<file path="config.mk">
export PLATFORM = sky130hd
export DESIGN_NAME = ftcr_regs
export DESIGN_NICKNAME = d
export VERILOG_FILES = /design/src/rtl/ftcr_pkg.sv /design/src/rtl/ftcr_regs.sv
export SDC_FILE = /design/constraint.sdc
export NUM_CORES = 1
export LEC_CHECK = 0
export BUFFER_PORTS_ARGS = -buffer_cell sky130_fd_sc_hd__buf_2
export CAP_MARGIN = 10
export CORE_ASPECT_RATIO = 1.4
export CORE_MARGIN = 10
export CORE_UTILIZATION = 54
export CTS_CLUSTER_DIAMETER = 120
export CTS_CLUSTER_SIZE = 40
export DETAILED_ROUTE_END_ITERATION = 7
export PLACE_DENSITY_LB_ADDON = 0.12
export SLEW_MARGIN = 20
export SYNTH_ARGS = -nofsm -noshare
export SYNTH_HDL_FRONTEND = slang
export SYNTH_SLANG_ARGS = --single-unit
</file>
<file path="constraint.sdc">
create_clock -name clk -period 2.75 [get_ports clk]
set_input_delay 0.55 -clock clk [delete_from_list [all_inputs] [get_ports clk]]
set_output_delay 0.55 -clock clk [all_outputs]
set_load 0.05 [all_outputs]
</file>
<file path="src/rtl/ftcr_pkg.sv">
// Purpose: shared constants for the fan and tachometer configuration bank
// Assumes: 8-bit register port, 100 MHz clock
// Notes: offsets are the byte addresses seen on the register port
package ftcr_pkg;

    // ---------------------------------------------------------------
    // register offsets
    // ---------------------------------------------------------------
    localparam logic [7:0] OFF_GLOBAL_CONFIG = 8'h00;
    localparam logic [7:0] OFF_LOCK_CONFIG = 8'h01;
    localparam logic [7:0] OFF_FAN_CONTROL_CONFIG = 8'h02;
    localparam logic [7:0] OFF_MISC_FUNCTION_CONFIG = 8'h03;
    localparam logic [7:0] OFF_FAN_SPEED_INPUT_ENABLE = 8'h07;
    localparam logic [7:0] OFF_CONTINUOUS_MEAS_CONFIG = 8'h08;
    localparam logic [7:0] OFF_RESET_KEY = 8'h7b;

    // ---------------------------------------------------------------
    // values after reset and special values
    // ---------------------------------------------------------------
    localparam logic [7:0] RST_FAN_CONTROL_CONFIG = 8'h80;
    localparam logic [7:0] RST_MISC_FUNCTION_CONFIG = 8'h00;
    localparam logic [7:0] RST_FAN_SPEED_INPUT_ENABLE = 8'h00;
    localparam logic [3:0] RST_CONTINUOUS_MEAS_CONFIG = 4'hf;
    localparam logic [7:0] RESET_KEY_VALUE = 8'h6d;
    localparam logic [7:0] FULL_DUTY = 8'hff;

    // ---------------------------------------------------------------
    // field positions
    // ---------------------------------------------------------------
    localparam int FAST_TACH_SAMPLING_BIT = 0;
    localparam int PWM_MODE_BIT = 2;
    localparam int VR1_IGNORE_BIT = 3;
    localparam int VR2_IGNORE_BIT = 4;
    localparam int FULL_SPEED_BIT = 5;
    localparam int TACH_PULSE_COUNT_LSB = 6;
    localparam int GPIO_EN_BIT = 0;
    localparam int SCL_TIMEOUT_BIT = 1;
    localparam int SDA_TIMEOUT_BIT = 2;
    localparam int VOLTAGE_ID_THRESHOLD_SEL_BIT = 3;
    localparam int THERMAL_INPUT_THRESHOLD_SEL_BIT = 4;
    localparam int INTRUSION_LATCH_CLEAR_BIT = 5;
    localparam int PARITY_CHAIN_TEST_EN_BIT = 6;
    localparam int CORE_RAIL_LOW_MODE_BIT = 7;
    localparam int SW_RESET_BIT = 7;
    localparam int LOCK_BIT = 6;
    localparam int READY_BIT = 7;

    // ---------------------------------------------------------------
    // timing
    // ---------------------------------------------------------------
    localparam longint unsigned CLK_HZ = 100_000_000;
    localparam longint unsigned MEAS_PERIOD_MS = 1000;
    localparam longint unsigned FAST_MEAS_PERIOD_MS = 250;
    localparam longint unsigned MEAS_PERIOD_CYCLES =
        MEAS_PERIOD_MS * CLK_HZ / 1000;
    localparam longint unsigned FAST_MEAS_PERIOD_CYCLES =
        FAST_MEAS_PERIOD_MS * CLK_HZ / 1000;
    localparam int TACH_COUNT_W = 32;

    typedef enum logic [1:0] {
        TACH_IDLE,
        TACH_WAIT_FIRST,
        TACH_WAIT_SECOND,
        TACH_COUNTING
    } ftcr_tach_state_t;

endpackage

</file>
<file path="src/rtl/ftcr_regs.sv">
// Purpose: fan and tachometer configuration registers with measurement
// Assumes: one 100 MHz clock, fan pins asynchronous to it
// Notes: pwm generation and the fan loop sit outside; they read the
//        controls driven here
//
// Summary of operation
// - low frequency mode measures once a second, four times if fast bit set
// - pwm mode bit: 0 low frequency pwm, 1 high frequency pwm
// - bit 3 clear lets vr_hot_input_1 force full fan speed
// - bit 4 clear lets vr_hot_input_2 force full fan speed
// - full-speed bit forces every fan to full speed
// - interval starts at second rising tach edge, ends x+1 pulses later
// - low frequency mode stretches pwm pulse unless pair is continuous
// - misc bit 0 enables general purpose io pins
// - misc bit 1 enables clock line timeout
// - misc bit 2 enables data line timeout
// - misc bit 3 picks low voltage-id input threshold
// - misc bit 4 picks low thermal input threshold
// - intrusion clear bit resets the intrusion latch and self-clears
// - misc bits 6 and 7 enable chain test and low core rail
// - input enable bits 0 to 7 enable fan speed inputs 1 to 8
// - continuous bits 0 to 3 cover pairs 1/5, 2/6, 3/7, 4/8
// - continuous pair gets no stretch and no pwm synchronisation
// - continuous register bits 7:4 reserved and read only
// - misc and enable registers reset to zero, lockable, soft resettable
// - once lock set, lockable registers are read only until power cycle
// - soft reset restores unlocked registers after key 0x6d at 0x7b
`timescale 1ns/1ps

module ftcr_regs #(
    parameter longint unsigned MEAS_PERIOD = ftcr_pkg::MEAS_PERIOD_CYCLES,
    parameter longint unsigned FAST_PERIOD =
        ftcr_pkg::FAST_MEAS_PERIOD_CYCLES
)
(
    input wire logic clk,
    input wire logic nrst,
    input wire logic [7:0] reg_addr,
    input wire logic [7:0] reg_wdata,
    input wire logic reg_wr,
    input wire logic reg_rd,
    output logic [7:0] reg_rdata,
    input wire logic vr_hot_input_1,
    input wire logic vr_hot_input_2,
    input wire logic [7:0] fan_speed_input,
    input wire logic [7:0] loop_duty,
    output logic [7:0] fan_duty,
    output logic fan_full_speed,
    output logic pwm_high_freq,
    output logic [3:0] pwm_stretch,
    output logic [3:0] pwm_tach_sync,
    output logic [7:0] tach_valid,
    output logic [ftcr_pkg::TACH_COUNT_W-1:0] tach_count [8],
    output logic gpio_enable,
    output logic scl_timeout_en,
    output logic sda_timeout_en,
    output logic voltage_id_threshold_sel,
    output logic thermal_input_threshold_sel,
    output logic intrusion_latch_clear,
    output logic parity_chain_test_en,
    output logic core_rail_low_mode,
    output logic regs_locked
);

    // ---------------------------------------------------------------
    // registers
    // ---------------------------------------------------------------
    logic [7:0] fan_control_config;
    logic [7:0] misc_function_config;
    logic [7:0] fan_speed_input_enable;
    logic [3:0] continuous_meas_config;
    logic lock;
    logic key_armed;

    wire hit_global = reg_addr == ftcr_pkg::OFF_GLOBAL_CONFIG;
    wire hit_lock = reg_addr == ftcr_pkg::OFF_LOCK_CONFIG;
    wire hit_fan = reg_addr == ftcr_pkg::OFF_FAN_CONTROL_CONFIG;
    wire hit_misc = reg_addr == ftcr_pkg::OFF_MISC_FUNCTION_CONFIG;
    wire hit_en = reg_addr == ftcr_pkg::OFF_FAN_SPEED_INPUT_ENABLE;
    wire hit_cont = reg_addr == ftcr_pkg::OFF_CONTINUOUS_MEAS_CONFIG;
    wire hit_key = reg_addr == ftcr_pkg::OFF_RESET_KEY;

    // writes to lockable registers are dropped once locked
    wire wr_ok = reg_wr && !lock;
    wire soft_reset = reg_wr && hit_global && key_armed
        && reg_wdata[ftcr_pkg::SW_RESET_BIT];
    // a locked register also ignores the soft reset
    wire clr_ok = soft_reset && !lock;

    always_ff @(posedge clk or negedge nrst)
    begin
        if (!nrst)
        begin
            fan_control_config <= ftcr_pkg::RST_FAN_CONTROL_CONFIG;
            misc_function_config <= ftcr_pkg::RST_MISC_FUNCTION_CONFIG;
            fan_speed_input_enable <= ftcr_pkg::RST_FAN_SPEED_INPUT_ENABLE;
            continuous_meas_config <= ftcr_pkg::RST_CONTINUOUS_MEAS_CONFIG;
        end
        else if (clr_ok)
        begin
            fan_control_config <= ftcr_pkg::RST_FAN_CONTROL_CONFIG;
            misc_function_config <= ftcr_pkg::RST_MISC_FUNCTION_CONFIG;
            fan_speed_input_enable <= ftcr_pkg::RST_FAN_SPEED_INPUT_ENABLE;
            continuous_meas_config <= ftcr_pkg::RST_CONTINUOUS_MEAS_CONFIG;
        end
        else
        begin
            if (wr_ok && hit_fan)
                fan_control_config <= reg_wdata;
            if (wr_ok && hit_misc)
                misc_function_config <= reg_wdata;
            else
                misc_function_config[ftcr_pkg::INTRUSION_LATCH_CLEAR_BIT]
                    <= 1'b0;
            if (wr_ok && hit_en)
                fan_speed_input_enable <= reg_wdata;
            if (wr_ok && hit_cont)
                continuous_meas_config <= reg_wdata[3:0];
        end
    end

    // lock is write once and only a power-on reset clears it
    always_ff @(posedge clk or negedge nrst)
    begin
        if (!nrst)
            lock <= 1'b0;
        else if (reg_wr && hit_lock && reg_wdata[ftcr_pkg::LOCK_BIT])
            lock <= 1'b1;
    end

    // key must be the last write to 0x7b, with no global write since, before the reset bit is set
    always_ff @(posedge clk or negedge nrst)
    begin
        if (!nrst)
            key_armed <= 1'b0;
        else if (reg_wr && hit_key)
            key_armed <= reg_wdata == ftcr_pkg::RESET_KEY_VALUE;
        else if (reg_wr && hit_global)
            key_armed <= 1'b0;
    end

    // ---------------------------------------------------------------
    // read port
    // ---------------------------------------------------------------
    wire [7:0] lock_view = {1'b1, lock, 6'h00};

    wire [7:0] rd_mux = hit_fan ? fan_control_config
        : hit_misc ? misc_function_config
        : hit_en ? fan_speed_input_enable
        : hit_cont ? {4'h0, continuous_meas_config}
        : hit_lock ? lock_view
        : 8'h00;

    always_ff @(posedge clk or negedge nrst)
    begin
        if (!nrst)
            reg_rdata <= 8'h00;
        else if (reg_rd)
            reg_rdata <= rd_mux;
    end

    // ---------------------------------------------------------------
    // static controls
    // ---------------------------------------------------------------
    assign gpio_enable =
        misc_function_config[ftcr_pkg::GPIO_EN_BIT];
    assign scl_timeout_en =
        misc_function_config[ftcr_pkg::SCL_TIMEOUT_BIT];
    assign sda_timeout_en =
        misc_function_config[ftcr_pkg::SDA_TIMEOUT_BIT];
    assign voltage_id_threshold_sel =
        misc_function_config[ftcr_pkg::VOLTAGE_ID_THRESHOLD_SEL_BIT];
    assign thermal_input_threshold_sel =
        misc_function_config[ftcr_pkg::THERMAL_INPUT_THRESHOLD_SEL_BIT];
    assign intrusion_latch_clear =
        misc_function_config[ftcr_pkg::INTRUSION_LATCH_CLEAR_BIT];
    assign parity_chain_test_en =
        misc_function_config[ftcr_pkg::PARITY_CHAIN_TEST_EN_BIT];
    assign core_rail_low_mode =
        misc_function_config[ftcr_pkg::CORE_RAIL_LOW_MODE_BIT];
    assign pwm_high_freq =
        fan_control_config[ftcr_pkg::PWM_MODE_BIT];
    assign regs_locked = lock;

    // ---------------------------------------------------------------
    // full-speed override
    // ---------------------------------------------------------------
    logic [1:0] vr_meta;
    logic [1:0] vr_sync;

    always_ff @(posedge clk or negedge nrst)
    begin
        if (!nrst)
        begin
            vr_meta <= 2'h0;
            vr_sync <= 2'h0;
        end
        else
        begin
            vr_meta <= {vr_hot_input_2, vr_hot_input_1};
            vr_sync <= vr_meta;
        end
    end

    wire vr1_boost = vr_sync[0]
        && !fan_control_config[ftcr_pkg::VR1_IGNORE_BIT];
    wire vr2_boost = vr_sync[1]
        && !fan_control_config[ftcr_pkg::VR2_IGNORE_BIT];
    wire next_full = fan_control_config[ftcr_pkg::FULL_SPEED_BIT]
        || vr1_boost || vr2_boost;

    always_ff @(posedge clk or negedge nrst)
    begin
        if (!nrst)
        begin
            fan_full_speed <= 1'b0;
            fan_duty <= 8'h00;
        end
        else
        begin
            fan_full_speed <= next_full;
            fan_duty <= next_full ? ftcr_pkg::FULL_DUTY
                : loop_duty;
        end
    end

    // ---------------------------------------------------------------
    // measurement rate
    // ---------------------------------------------------------------
    // the fast rate only applies in low frequency mode
    wire fast_sel = fan_control_config[ftcr_pkg::FAST_TACH_SAMPLING_BIT]
        && !pwm_high_freq;
    wire [31:0] period_m1 = fast_sel ? 32'(FAST_PERIOD - 1)
        : 32'(MEAS_PERIOD - 1);
    logic [31:0] rate_cnt;
    wire meas_tick = rate_cnt >= period_m1;

    always_ff @(posedge clk or negedge nrst)
    begin
        if (!nrst)
            rate_cnt <= 32'h0;
        else
            rate_cnt <= meas_tick ? 32'h0 : rate_cnt + 32'h1;
    end

    // ---------------------------------------------------------------
    // tachometer channels
    // ---------------------------------------------------------------
    logic [7:0] tach_meta;
    logic [7:0] tach_sync;
    logic [7:0] tach_prev;
    logic [7:0] busy;
    wire [7:0] tach_rise = tach_sync & ~tach_prev;
    wire [2:0] pulses_m1 = {1'b0,
        fan_control_config[ftcr_pkg::TACH_PULSE_COUNT_LSB +: 2]};

    always_ff @(posedge clk or negedge nrst)
    begin
        if (!nrst)
        begin
            tach_meta <= 8'h00;
            tach_sync <= 8'h00;
            tach_prev <= 8'h00;
        end
        else
        begin
            tach_meta <= fan_speed_input;
            tach_sync <= tach_meta;
            tach_prev <= tach_sync;
        end
    end

    generate
        for (genvar ch = 0; ch < 8; ch++)
        begin : g_tach
            ftcr_pkg::ftcr_tach_state_t st;
            logic [2:0] left;
            logic [ftcr_pkg::TACH_COUNT_W-1:0] cyc;
            wire en = fan_speed_input_enable[ch];
            wire sat = &cyc;
            assign busy[ch] = st != ftcr_pkg::TACH_IDLE;
            always_ff @(posedge clk or negedge nrst)
            begin
                if (!nrst)
                begin
                    st <= ftcr_pkg::TACH_IDLE;
                    left <= 3'h0;
                    cyc <= '0;
                    tach_count[ch] <= '0;
                    tach_valid[ch] <= 1'b0;
                end
                else
                begin
                    tach_valid[ch] <= 1'b0;
                    case (st)
                        ftcr_pkg::TACH_IDLE:
                            if (en && meas_tick)
                                st <= ftcr_pkg::TACH_WAIT_FIRST;
                        ftcr_pkg::TACH_WAIT_FIRST:
                            if (tach_rise[ch])
                                st <= ftcr_pkg::TACH_WAIT_SECOND;
                        ftcr_pkg::TACH_WAIT_SECOND:
                            if (tach_rise[ch])
                            begin
                                st <= ftcr_pkg::TACH_COUNTING;
                                left <= pulses_m1;
                                cyc <= '0;
                            end
                        ftcr_pkg::TACH_COUNTING:
                        begin
                            if (!sat)
                                cyc <= cyc + 1'b1;
                            if (tach_rise[ch])
                            begin
                                if (left == 3'h0)
                                begin
                                    st <= ftcr_pkg::TACH_IDLE;
                                    tach_count[ch] <= cyc + 1'b1;
                                    tach_valid[ch] <= 1'b1;
                                end
                                else
                                    left <= left - 3'h1;
                            end
                        end
                        default:
                            st <= ftcr_pkg::TACH_IDLE;
                    endcase
                    // stalled fan: no edges before the next tick
                    if (busy[ch] && (meas_tick || !en))
                    begin
                        st <= ftcr_pkg::TACH_IDLE;
                        tach_count[ch] <= '1;
                        tach_valid[ch] <= en;
                    end
                end
            end
        end
    endgenerate

    // ---------------------------------------------------------------
    // pulse stretch and synchronisation per pair
    // ---------------------------------------------------------------
    logic [3:0] next_stretch;
    for (genvar pr = 0; pr < 4; pr++)
    begin : g_pair
        // continuous pairs neither stretch nor sync to the pwm
        assign next_stretch[pr] = !pwm_high_freq
            && !continuous_meas_config[pr]
            && (busy[pr] || busy[pr + 4]);
    end

    always_ff @(posedge clk or negedge nrst)
    begin
        if (!nrst)
        begin
            pwm_stretch <= 4'h0;
            pwm_tach_sync <= 4'h0;
        end
        else
        begin
            pwm_stretch <= next_stretch;
            pwm_tach_sync <= pwm_high_freq ? 4'h0
                : ~continuous_meas_config;
        end
    end

endmodule

</file>
; Yosys cells after proc, flatten, opt, wreduce, memory -nomap -nowiden
; Cells that the tools add are included.
[totals]
word_cells = 550
output_inout_bits = 299
reg_bits = 675
in_bits = 38
[op_classes]
n_reduce_logical = 171
mux = 197
n_lt_le_gt_ge = 1
add_sub_neg = 17
bitwise = 3
n_eq_ne = 103
[ops]
columns = op, n
row1 = 32-bit 2-to-1 mux, 49
row2 = 32-bit case mux with 2 select lines, 8
row3 = "32-bit by 1-bit adder with 32-bit output, second input constant", 9
row4 = 32-bit AND reduction, 8
row5 = "3-bit inequality test, second input constant", 40
row6 = 2-bit 2-to-1 mux, 49
row7 = 2-bit nonzero test, 45
row8 = 8-bit 2-to-1 mux, 11
row9 = 3-bit 2-to-1 mux, 24
row10 = "2-bit inequality test, second input constant", 32
row11 = 2-bit case mux with 4 select lines, 8
row12 = 3-bit case mux with 2 select lines, 8
row13 = 3-bit AND reduction, 16
row14 = 5-bit AND reduction, 8
row15 = 1-bit logical AND, 39
row16 = 1-bit 2-to-1 mux, 35
row17 = "2-bit equality test, second input constant", 16
row18 = 32-bit by 27-bit >= comparator with 1-bit output, 1
row19 = 4-bit AND reduction, 8
row20 = 27-bit 2-to-1 mux, 1
row21 = 3-bit logical NOT, 8
row22 = "3-bit by 1-bit subtractor with 3-bit output, second input constant", 8
row23 = "2-bit by 1-bit equality test with 1-bit output, second input constant", 8
row24 = "8-bit by 2-bit equality test with 1-bit output, second input constant", 2
row25 = 13 further kinds, 51

; Longest topological paths before layout
; Gate-level depths: netlist of run 1.
[logic_depth]
word_depth = 8
ltp_mapped = 12
ltp_nobuf = 10

; Worst setup path after synthesis of run 1
; No wires, ideal clock.
[synth_path]
path_kind = register to register
from = reg fan_control_config[2]
to = reg g_tach[2].st[1]
t_arrival_ns = 2.794
path_slack_ns = -0.174
required_ns = 2.621
stages_incl_launch_ff = 13
n_path_buf = 2
path_cell_list = dfrtp_1 nor2b_1 inv_1 ha_1 nand4_1 o41ai_2 o221a_2 o2111a_4 nor2_4 buf_6 buf_6 o211ai_2 nand3_1
[synth_between]
elab_chain_len = 8
[synth_rtl]
columns = element, line
row1 = from (decl), ftcr_regs.sv:68  ; logic [7:0] fan_control_config;
row2 = from (signal assigned), ftcr_regs.sv:94  ; fan_control_config <= ftcr_pkg::RST_FAN_CONTROL_CONFIG;
row3 = from (signal assigned), ftcr_regs.sv:101  ; fan_control_config <= ftcr_pkg::RST_FAN_CONTROL_CONFIG;
row4 = from (signal assigned), ftcr_regs.sv:109  ; fan_control_config <= reg_wdata;
row5 = 1-bit logical NOT *, ftcr_regs.sv:232  ; && !pwm_high_freq;
row6 = 1-bit logical AND *, ftcr_regs.sv:232
row7 = 27-bit 2-to-1 mux *, ftcr_regs.sv:233  ; wire [31:0] period_m1 = fast_sel ? 32'(FAST_PERIOD - 1)
row8 = 32-bit by 27-bit >= comparator with 1-bit output *, ftcr_regs.sv:236  ; wire meas_tick = rate_cnt >= period_m1;
row9 = 1-bit logical OR, ftcr_regs.sv:329  ; if (busy[ch] && (meas_tick || !en))
row10 = 1-bit logical AND, ftcr_regs.sv:329
row11 = 3-bit inequality test (no source line), -
row12 = 5-bit AND reduction (no source line), -
row13 = to (signal assigned), ftcr_regs.sv:317  ; st <= ftcr_pkg::TACH_IDLE;
row14 = to (signal assigned), ftcr_regs.sv:326  ; st <= ftcr_pkg::TACH_IDLE;
row15 = to (signal assigned), ftcr_regs.sv:331  ; st <= ftcr_pkg::TACH_IDLE;
row16 = to (decl), ftcr_regs.sv:276  ; ftcr_pkg::ftcr_tach_state_t st;
; Mark *: on every way between the ends. The rest lies on a longest branch, timed or not.
; A chain may end at the register's enable or synchronous reset.

; Worst setup path in the final report of run 1
[layout_path]
from = reg rate_cnt[0]
to = reg g_tach[1].st[0]
[layout_between]
elab_chain_len = 5
[layout_rtl]
columns = element, line
row1 = from (decl), ftcr_regs.sv:235  ; logic [31:0] rate_cnt;
row2 = from (signal assigned), ftcr_regs.sv:243  ; rate_cnt <= meas_tick ? 32'h0 : rate_cnt + 32'h1;
row3 = 32-bit by 27-bit >= comparator with 1-bit output *, ftcr_regs.sv:236
row4 = 1-bit logical OR, ftcr_regs.sv:329
row5 = 1-bit logical AND, ftcr_regs.sv:329
row6 = 3-bit inequality test (no source line), -
row7 = 5-bit AND reduction (no source line), -
row8 = to (signal assigned), ftcr_regs.sv:317
row9 = to (signal assigned), ftcr_regs.sv:326
row10 = to (signal assigned), ftcr_regs.sv:331
row11 = to (decl), ftcr_regs.sv:276
; Marked as above.

==> results of run 1 <==
==> area by class of cell <==
type	instances	area [um^2]	share of cell area [%]
Clock inverter	1	7.51	0.0191
Antenna cell	2	5.00	0.0127
Clock buffer	34	574	1.46
Multi-Input combinational cell	2803	16600	42.4
Inverter	84	315	0.803
Timing Repair Buffer	526	3800	9.67
Sequential cell	675	16900	43.0
Tap cell	832	1040	2.65
==> what timing repair did <==
action	CTS	global route
endpoints found under the hold margin	43	1
hold buffers	1	1
resized for setup	0	21
setup buffers	0	11
endpoints found under the setup margin	0	263
==> where the power goes <==
group          switching (mW)  internal, mW  total [mW]
sequential              0.473          10.6        11.1
clock                    3.05          1.47        4.51
combinational            5.19          2.31        7.49
==> flip-flops by register name (all words and copies together), names as in the netlist, 8 cells and up <==
register                flops
fan_control_config          8
fan_duty                    8
fan_speed_input_enable      8
g_tach.cyc                256
g_tach.left                24
g_tach.st                  16
misc_function_config        8
rate_cnt                   32
reg_rdata                   8
tach_count                256
tach_meta                   8
tach_prev                   8
tach_sync                   8
tach_valid                  8
==> routing by layer <==
| metal | routed length (um) | GRT usage, % | part of all wire, % |
|---|---|---|---|
| met2 | 45200 | 39.5 | 48 |
| met5 | 86 | 0 | 0.092 |
| met4 | 1470 | 4.22 | 1.6 |
| met1 | 40800 | 32.0 | 44 |
| met3 | 6160 | 4.91 | 6.6 |
==> stage by stage <==
stage	power (mW)	util, %
2_1_floorplan	15.8	-
3_3_place_gp	18.0	60.2
5_1_grt	24.2	61.9
6_report	23.1	61.9
3_5_place_dp	18.1	60.2
4_1_cts	22.6	61.2
==> path summary, 6_finish.rpt <==
kind,endpoint,cells past startpoint,start,slack [ns]
setup / recovery,g_tach[1].st[0],11,rate_cnt[0],0.11
hold / removal,tach_meta[6],1,fan_speed_input[6],0.04
setup reg to reg,g_tach[1].st[0],11,rate_cnt[0],0.11
hold reg to reg,vr_sync[1],0,vr_meta[1],0.37
max in group asynchronous,g_tach[2].cyc[28],3,nrst,1.44
min in group asynchronous,tach_count[111],2,nrst,0.47
==> placed cells by master, fill, tap and decap left out, drive strengths merged, types with 62 or more instances in the layout <==
master	count
and3	72
dfrtp	670
inv	82
nand3	173
nor2	289
o21ai	362
o31ai	89
o211ai	134
xor2	100
buf	512
xnor2	82
a21oi	110
ha	64
nor3	104
nand4	66
nand2	588
a22o	62
==> cells by family (layout without fill, tap and decap cells) <==
family / Yosys count / in the layout / synth area share (%)
compound gates: 964 / 964 / 18.0
xor+xnor: 182 / 182 / 4.59
fa+ha+maj: 64 / 64 / 2.31
buf+inv: 311 / 645 / 3.75
flops: 675 / 675 / 48.7
mux: 45 / 45 / 1.34
other cells: 1 / 7 / 0.0108
simple gates: 1543 / 1543 / 21.3
==> critical path: cells and delay by family (launching register included) <==
family | cells | cell delay (ns)
buf+inv | 3 | 0.44
simple gates | 2 | 0.30
flops | 1 | 0.41
fa+ha+maj | 1 | 0.22
compound gates | 5 | 1.17
==> metrics.yaml, run 1 <==
cap_violations: 0
worst_setup_path_end_kind: "flop"
gr-total-overflow: 0
crit_required_ns: 3.26
period_needed_ns: 2.64
p_leak_nw: 16.3
ir_drop_uv: 701
drt_first_pass_iters: 5
critPathLaunchType: "flop"
yosysWarnings: 0
yosysTopAreaCellShare_pct: 48.3
critPathMaxStageDelay_ns: 0.41
grt_pass1_vias: 27446
cpMostUsedCell: "buf_4"
antenna_found_initial: 8
route.detailed.drc: 0
path_class: "flop to flop"
slew_viol_final: 0
drive_above_1_share_pct: 15.6
portBuffers: 336
h-tree-depth: 1
syn-cell-area_um2: 34700
nets: 4212
place_ws_ns: 0.0274
vias_per_cell: 5.83
synth_commonest_cells: "dfrtp_1 (670), nand2_1 (586), o21ai_0 (352)"
cts.sinks: 675
worstHoldPathType: "input pin to flop"
crit_arrival_ns: 3.14
track_usage_pct: 23.8
syn2layout_area_growth_pct: 13.2
tightest_slew_ns: 0.768
path_cells: "ha_1, nand4_1, o41ai_2, o221a_2, o2111a_4, nor2_4, buf_4, clkbuf_16, buf_4, a31oi_1, o22ai_1"
design_area_um2: 39300
cts_buffer_depth: 3
hpwl_um: 66000
dr_total_vias: 28881
grt_pass1_wl_um: 148000
synthFlopType: "dfrtp_1"
drtIter0Drc: 2164
yosys-top-cells-area: "dfrtp_1 (48%), nand2_1 (6.3%), o21ai_0 (5.1%)"
initial_core_util_pct: 54.7
die_area_um2: 74900
grt_start_max_net_pins: 77
cts_tree: "built"
clock-root-buffer: "clkbuf_16"
die_y_um: 320
synth.most_common_cell: "dfrtp_1"
ant_nets: 0
holdWs_ns: 0.0388
fmax_mhz: 379
numCtsBuffers: 20
placementRows: 109
globalplace.congestion: 0.857
setup_tns_ns: 0
wl_um: 93700
synth_largest_area_cell: "dfrtp_1"
synth_seq_cells: 675
final-setup-viol-count: 0
core-area_um2: 63400
p_per_area_nw_per_um2: 588
status: "completed"
slew-limit-headroom_pct: 48.8
ys_seq_area_share_pct: 48.7
fin_skew_ns: 0.0279
layout_setup_ws_ns: 0.112
clkLatencyLatePin_ns: 0.62
hold_violations: 0
critical_path.max_fanout: 6
dpl_cell_area_um2: 38200
dpl.cell_count: 4895
die-width_um: 234
synth-edff-count: 0
syn_avg_cell_area_um2: 9.17
ys_types: 93
synth_async_sr_flop_share_pct: 100
syn_inst: 3785
fill_cells: 5535
cpMaxStageDelayCell: "dfrtp_1"
fin_crit_sh_pct: 95.9
clk_pin_slew_ns: 0.15
instances_no_fill: 4957
io_pins: 337
avgRoutedWirePerCell_um: 18.9
Power figures use the tool's default switching activity.
==> run 2: changes to the inputs <==
--- a/config.mk
+++ b/config.mk
@@ -7,2 +7,3 @@
 export LEC_CHECK = 0
+export ABC_AREA = 1
 export BUFFER_PORTS_ARGS = -buffer_cell sky130_fd_sc_hd__buf_2
@@ -16,2 +17,3 @@
 export PLACE_DENSITY_LB_ADDON = 0.12
+export SETUP_SLACK_MARGIN = 0.05
 export SLEW_MARGIN = 20
==> constraint.sdc (replaced) <==
create_clock -name clk -period 2.75 [get_ports clk]
set_input_delay 0.275 -clock clk [delete_from_list [all_inputs] [get_ports clk]]
set_output_delay 0.275 -clock clk [all_outputs]
set_load 0.05 [all_outputs]
==> run 2 against run 1 <==
  * Fmax is 4.0% higher
  * Combinational power is 120% higher
  * Setup slack better by 0.10 ns
  * Clock skew is 0.0014 ns lower
  * Critical endpoint is now tach_count[219]
  * Highest routed layer unchanged
  * Critical path depth is 7 higher
==> metrics.yaml, run 2 <==
status: "completed"
rsz0062_at_grt: "false"
drive_above_1_share_pct: 11.2  # -4.4 points
yosysTopAreaCellShare_pct: 48.8  # +0.48 points
setup_tns_ns: 0  # unchanged
syn-cell-area_um2: 34400  # -0.98%
globalplace.congestion: 0.951  # +11%
clkLatencyLatePin_ns: 0.62  # about the same
grt_pass1_vias: 29248  # +6.6%
die_y_um: 318  # -0.46%
p_per_area_nw_per_um2: 872  # +48%
core-area_um2: 63100  # -0.43%
critPathLaunchType: "flop"
design_area_um2: 38700  # -1.5%
drt_first_pass_iters: 5  # unchanged
crit_required_ns: 3.26  # about the same
fmax_mhz: 394  # +4.0%
grt_start_max_net_pins: 85  # +10%
portBuffers: 336  # unchanged
worst_setup_path_end_kind: "flop"
numCtsBuffers: 20  # unchanged
synth_async_sr_flop_share_pct: 100  # unchanged
crit_arrival_ns: 3.05  # -0.09 ns
route.detailed.drc: 0  # unchanged
nets: 4766  # +13%
ys_types: 49  # -47%
hold_violations: 0  # unchanged
tightest_slew_ns: 0.687  # -0.0805 ns
synth-edff-count: 0  # unchanged
ff2ff_path_depth: 18  # +7
synth_seq_cells: 675  # unchanged
fin_crit_sh_pct: 92.2  # -3.7 points
die-width_um: 233  # -0.45%
total_power_mw: 33.7  # +46%
ys_seq_area_share_pct: 49.2  # +0.48 points
syn2layout_area_growth_pct: 12.6
dr_total_vias: 29633  # +2.6%
final-setup-viol-count: 0  # unchanged
synth_largest_area_cell: "dfrtp_1"
cts_tree: "built"
wl_um: 96700  # +3.3%
gr-total-overflow: 0  # unchanged
cts_buffer_depth: 3  # unchanged
cts.sinks: 675  # unchanged
fill_cells: 5811  # +5.0%
clk_pin_slew_ns: 0.15  # about the same
synth.most_common_cell: "nand2_1"
dpl_cell_area_um2: 37400  # -2.0%
ir_drop_uv: 851  # +21%
hpwl_um: 71800  # +8.8%
yosys-top-cells-area: "dfrtp_1 (49%), nand2_1 (15%), o21ai_0 (4.5%)"
fin_skew_ns: 0.0265  # -0.00138 ns
h-tree-depth: 1  # unchanged
worstHoldPathType: "input pin to flop"
p_leak_nw: 17.4  # +6.4%
cap_violations: 0  # unchanged
vias_per_cell: 5.37  # -7.8%
slew-limit-headroom_pct: 54.2  # +5.4 points
yosysWarnings: 0  # unchanged
path_class: "flop to flop"
slew_viol_final: 0  # unchanged
synthFlopType: "dfrtp_1"
die_area_um2: 74300  # -0.91%
track_usage_pct: 25.4  # +1.5 points
grt_pass1_wl_um: 155000  # +4.4%
min_path_cells: 4  # +3
synth_commonest_cells: "nand2_1 (1375), dfrtp_1 (670), nor2_1 (363)"
initial_core_util_pct: 54.4  # -0.30 points
final_common_cell: "nand2_1"
drtIter0Drc: 2321  # +7.3%
reg_top3: "g_tach.cyc x256, tach_count x256, rate_cnt x32"
syn_avg_cell_area_um2: 7.96  # -13%
ant_nets: 0  # unchanged
avgRoutedWirePerCell_um: 17.5  # -7.2%
antenna_found_initial: 11  # +3
final_cell_mix: "nand2_1 (1370), dfrtp_1 (668), nor2_1 (363)"
clock-root-buffer: "clkbuf_16"
placementRows: 109  # unchanged
syn_inst: 4317  # +14%
period_needed_ns: 2.54  # -0.102 ns
io_pins: 337  # unchanged
critical_path.max_fanout: 16  # +10
-- run 2: timing repair --
item	4_1_cts	5_1_grt
setup endpoints to repair	3	287
endpoints found under the hold margin	90	0
resized for setup	1	30
gates cloned	0	7
pin swaps	0	3
hold buffers	32	0
setup buffers	0	10
-- run 2: power breakdown --
group	switching, mW	internal [mW]
combinational	11.9	4.37
clock	3.03	1.47
sequential	1.18	11.8
-- run 2: worst max-delay path, cell delays in order, from the launching register on --
cell and delay, ns:
dfrtp_1 0.42, inv_2 0.08, nand2_2 0.11, ha_1 0.29, nand2_1 0.05, inv_1 0.04, nand2_1 0.05, nor2_1 0.05
a21oi_1 0.11, nand2_1 0.06, nand2_1 0.11, nand2_2 0.10, buf_12 0.17, o21ai_4 0.25, buf_12 0.17, clkbuf_16 0.17
nand2_1 0.08, nand2_1 0.07, nand2_1 0.04
-- run 2: layout make-up --
type	instances	area [um^2]	share of cell area, %
Multi-Input combinational cell	3135	15500	40.0
Inverter	355	1340	3.45
Clock buffer	35	578	1.49
Sequential cell	675	16900	43.7
Tap cell	832	1040	2.69
Timing Repair Buffer	476	3330	8.62
Antenna cell	5	12.5	0.0323
Timing Repair inverter	1	7.51	0.0194
Clock inverter	1	7.51	0.0194
-- run 2: metrics by stage --
stage	setup slack [ns]	util [%]	hold slack [ns]	instances
after floorplan	0.215	-	-0.0206	4321
after global placement	0.186	59.2	0.269	5425
after detailed placement	0.0883	59.2	0.264	5425
after CTS	0.0617	60.7	0.00109	5493
after global routing	0.0403	61.3	0.0603	5515
final	0.214	61.3	0.0361	5515
-- run 2: per-layer routing --
metal,part of all wire [%],GRT usage [%]
met3,5.1,3.62
met2,49,43.2
met4,3.3,8.31
met1,42,32.5
met5,0.064,0
-- run 2: final timing paths --
path	startpoint	endpoint	slack (ns)
min reg2reg	tach_meta[1]	tach_sync[1]	0.36
min	reg_addr[2]	key_armed	0.04
max	fan_control_config[2]	tach_count[219]	0.21
min in group asynchronous	nrst	tach_count[77]	0.19
max in group asynchronous	nrst	tach_count[59]	1.68
max reg2reg	fan_control_config[2]	tach_count[219]	0.21
-- run 2: cell families after synthesis --
group | after synthesis | share of synthesized area (%)
compound gates | 514 | 8.40
xor+xnor | 226 | 5.76
fa+ha+maj | 64 | 2.33
buf+inv | 511 | 6.06
flops | 675 | 49.2
other cells | 1 | 0.0109
simple gates | 2326 | 28.3
==> run 3: changes to the inputs <==
- CORE_UTILIZATION: 54 -> 60
- clock period: 2.75 -> 2.5 ns (I/O delays scaled with it)
==> run 3 against run 2 <==
  * First-iteration DRC count rose by 9.2%
  * Power up 23%
  * Clock skew down 0.0026 ns
  * Setup slack got worse by 0.17 ns
  * Sequential share of layout area shrank 2.4 points
  * Sequential power up 10%
  * Via count grew 4.5%
  * Core utilization increased by 11 points
  * Critical path type unchanged
  * Critical endpoint is now tach_count[78]
  * Highest routed layer unchanged
==> metrics.yaml, run 3 (synthesis results as in run 2) <==
ir_drop_uv: 1140  # +34%
fin_util_pct: 72.3  # +11 points
layout_setup_ws_ns: 0.0451  # -0.169 ns
instances_no_fill: 5499  # -0.29%
clock-root-buffer: "clkbuf_16"
total_power_mw: 41.6  # +23%
dpl.cell_count: 5366  # -1.1%
critPathMaxStageDelay_ns: 0.43  # about the same
cts_tree: "built"
globalplace.congestion: 0.981  # +3.2%
io_pins: 337  # unchanged
drt_first_pass_iters: 6  # +1
final_common_cell: "nand2_1"
core-area_um2: 56600  # -10%
h-tree-depth: 1  # unchanged
avgRoutedWirePerCell_um: 18.9  # +7.8%
track_usage_pct: 28.0  # +2.6 points
fmax_mhz: 407  # +3.3%
numCtsBuffers: 20  # unchanged
drive_above_1_share_pct: 17.7  # +6.5 points
fin_crit_sh_pct: 98.2  # +6.0 points
reg_top3: "g_tach.cyc x256, tach_count x256, rate_cnt x32"
ff2ff_path_depth: 16  # -2
wl_um: 104000  # +7.5%
setup_tns_ns: 0  # unchanged
ant_nets: 0  # unchanged
place_ws_ns: -0.155  # -0.243 ns
hold_violations: 0  # unchanged
cap_violations: 0  # unchanged
final-setup-viol-count: 0  # unchanged
placementRows: 103  # -5.5%
worstHoldPathType: "input pin to flop"
syn2layout_area_growth_pct: 19.1
antenna_found_initial: 9  # -2
cpMostUsedCell: "buf_12"
slew-limit-headroom_pct: 51.3  # -2.9 points
crit_buf_inv: 5  # unchanged
clkLatencyLatePin_ns: 0.61  # about the same
grt_pass1_vias: 29692  # +1.5%
dr_total_vias: 30961  # +4.5%
die_y_um: 303  # -4.8%
p_leak_nw: 18.4  # +5.8%
fin_skew_ns: 0.0239  # -0.00265 ns
worst_setup_path_end_kind: "flop"
critical_path.max_fanout: 6  # -10
path_class: "flop to flop"
vias_per_cell: 5.63  # +4.8%
die-width_um: 222  # -4.7%
period_needed_ns: 2.45  # -0.0810 ns
cts.sinks: 675  # unchanged
crit_arrival_ns: 2.96  # -0.09 ns
route.detailed.drc: 0  # unchanged
hpwl_um: 71900  # +0.21%
p_per_area_nw_per_um2: 1020  # +16%
final_cell_mix: "nand2_1 (1172), dfrtp_1 (668), nor2_1 (359)"
cts_buffer_depth: 3  # unchanged
gr-total-overflow: 0  # unchanged
grt_pass1_wl_um: 155000  # +0.25%
die_area_um2: 67400  # -9.3%
path_depth: 16  # -2
path_cells: "inv_2, nand2_4, ha_4, nand2_2, nor3_2, nand4_1, nor2b_1, nand2_2, nand2_4, buf_12, o21ai_4, buf_12, buf_12, clkbuf_16, nand3_2, nand2_1"
min_path_cells: 4  # unchanged
status: "completed"
rsz0062_at_grt: "true"
drtIter0Drc: 2535  # +9.2%
clk_pin_slew_ns: 0.15  # about the same
slew_viol_final: 0  # unchanged
portBuffers: 336  # unchanged
grt_start_max_net_pins: 90  # +5.9%
crit_required_ns: 3.01  # -0.25 ns
nets: 4855  # +1.9%
cpMaxStageDelayCell: "dfrtp_2"
critical-path-top-delay-family: "simple AND/OR/NAND/NOR gates"
critPathLaunchType: "flop"
initial_core_util_pct: 60.7  # +6.3 points
tightest_slew_ns: 0.731  # +0.0441 ns
==> run 3: power by group <==
group,internal [mW],switching (mW)
clock,1.58,3.30
sequential,13.0,1.35
combinational,7.13,15.2
==> run 3: repair_timing <==
item | 4_1_cts | 5_1_grt
endpoints found under the hold margin | 155 | 0
buffers inserted | 8 | 21
hold buffers | 32 | 0
gates cloned | 4 | 39
pin swaps | 4 | 79
resized for setup | 10 | 325
setup endpoints to repair | 202 | 384
==> run 3: cell type report <==
type | instances | area (um^2)
multi-input cells | 3135 | 16400
diodes | 3 | 7.51
flip-flops and latches | 675 | 16900
inverters | 355 | 1340
fillers | 4579 | 15600
well taps | 735 | 920
clock buffers | 29 | 556
repair buffers | 566 | 4750
clock inverters | 1 | 7.51
==> run 3: tightest hold or removal path, delay by kind of cell <==
family / cells / cell delay, ns
compound gates: 1 / 0.09
buf+inv: 1 / 0.11
simple gates: 2 / 0.18
==> run 3: through the flow <==
step | hold slack [ns] | instance area, um^2
after CTS | 0.0146 | 38900
after global placement | 0.227 | 37800
final | 0.0397 | 40900
after floorplan | -0.0456 | 34400
after detailed placement | 0.226 | 37800
after global routing | 0.0644 | 40900
==> run 3: per-layer routing <==
layer	track usage (%)	routed length [um]	vias up
met5	0	75	-
met4	11.3	5320	14
met3	3.85	6200	293
met2	49.0	51800	983
met1	34.4	40600	14822
li1	-	-	14849
==> run 3: path summary, 6_finish.rpt <==
check / start / endpoint / slack, ns
worst max-delay path: fan_control_config[2] / tach_count[78] / 0.05
worst min-delay path: reg_addr[2] / key_armed / 0.04
worst max register to register: fan_control_config[2] / tach_count[78] / 0.05
worst min register to register: vr_meta[1] / vr_sync[1] / 0.37
max in group asynchronous: nrst / tach_prev[6] / 1.44
min in group asynchronous: nrst / tach_count[197] / 0.15
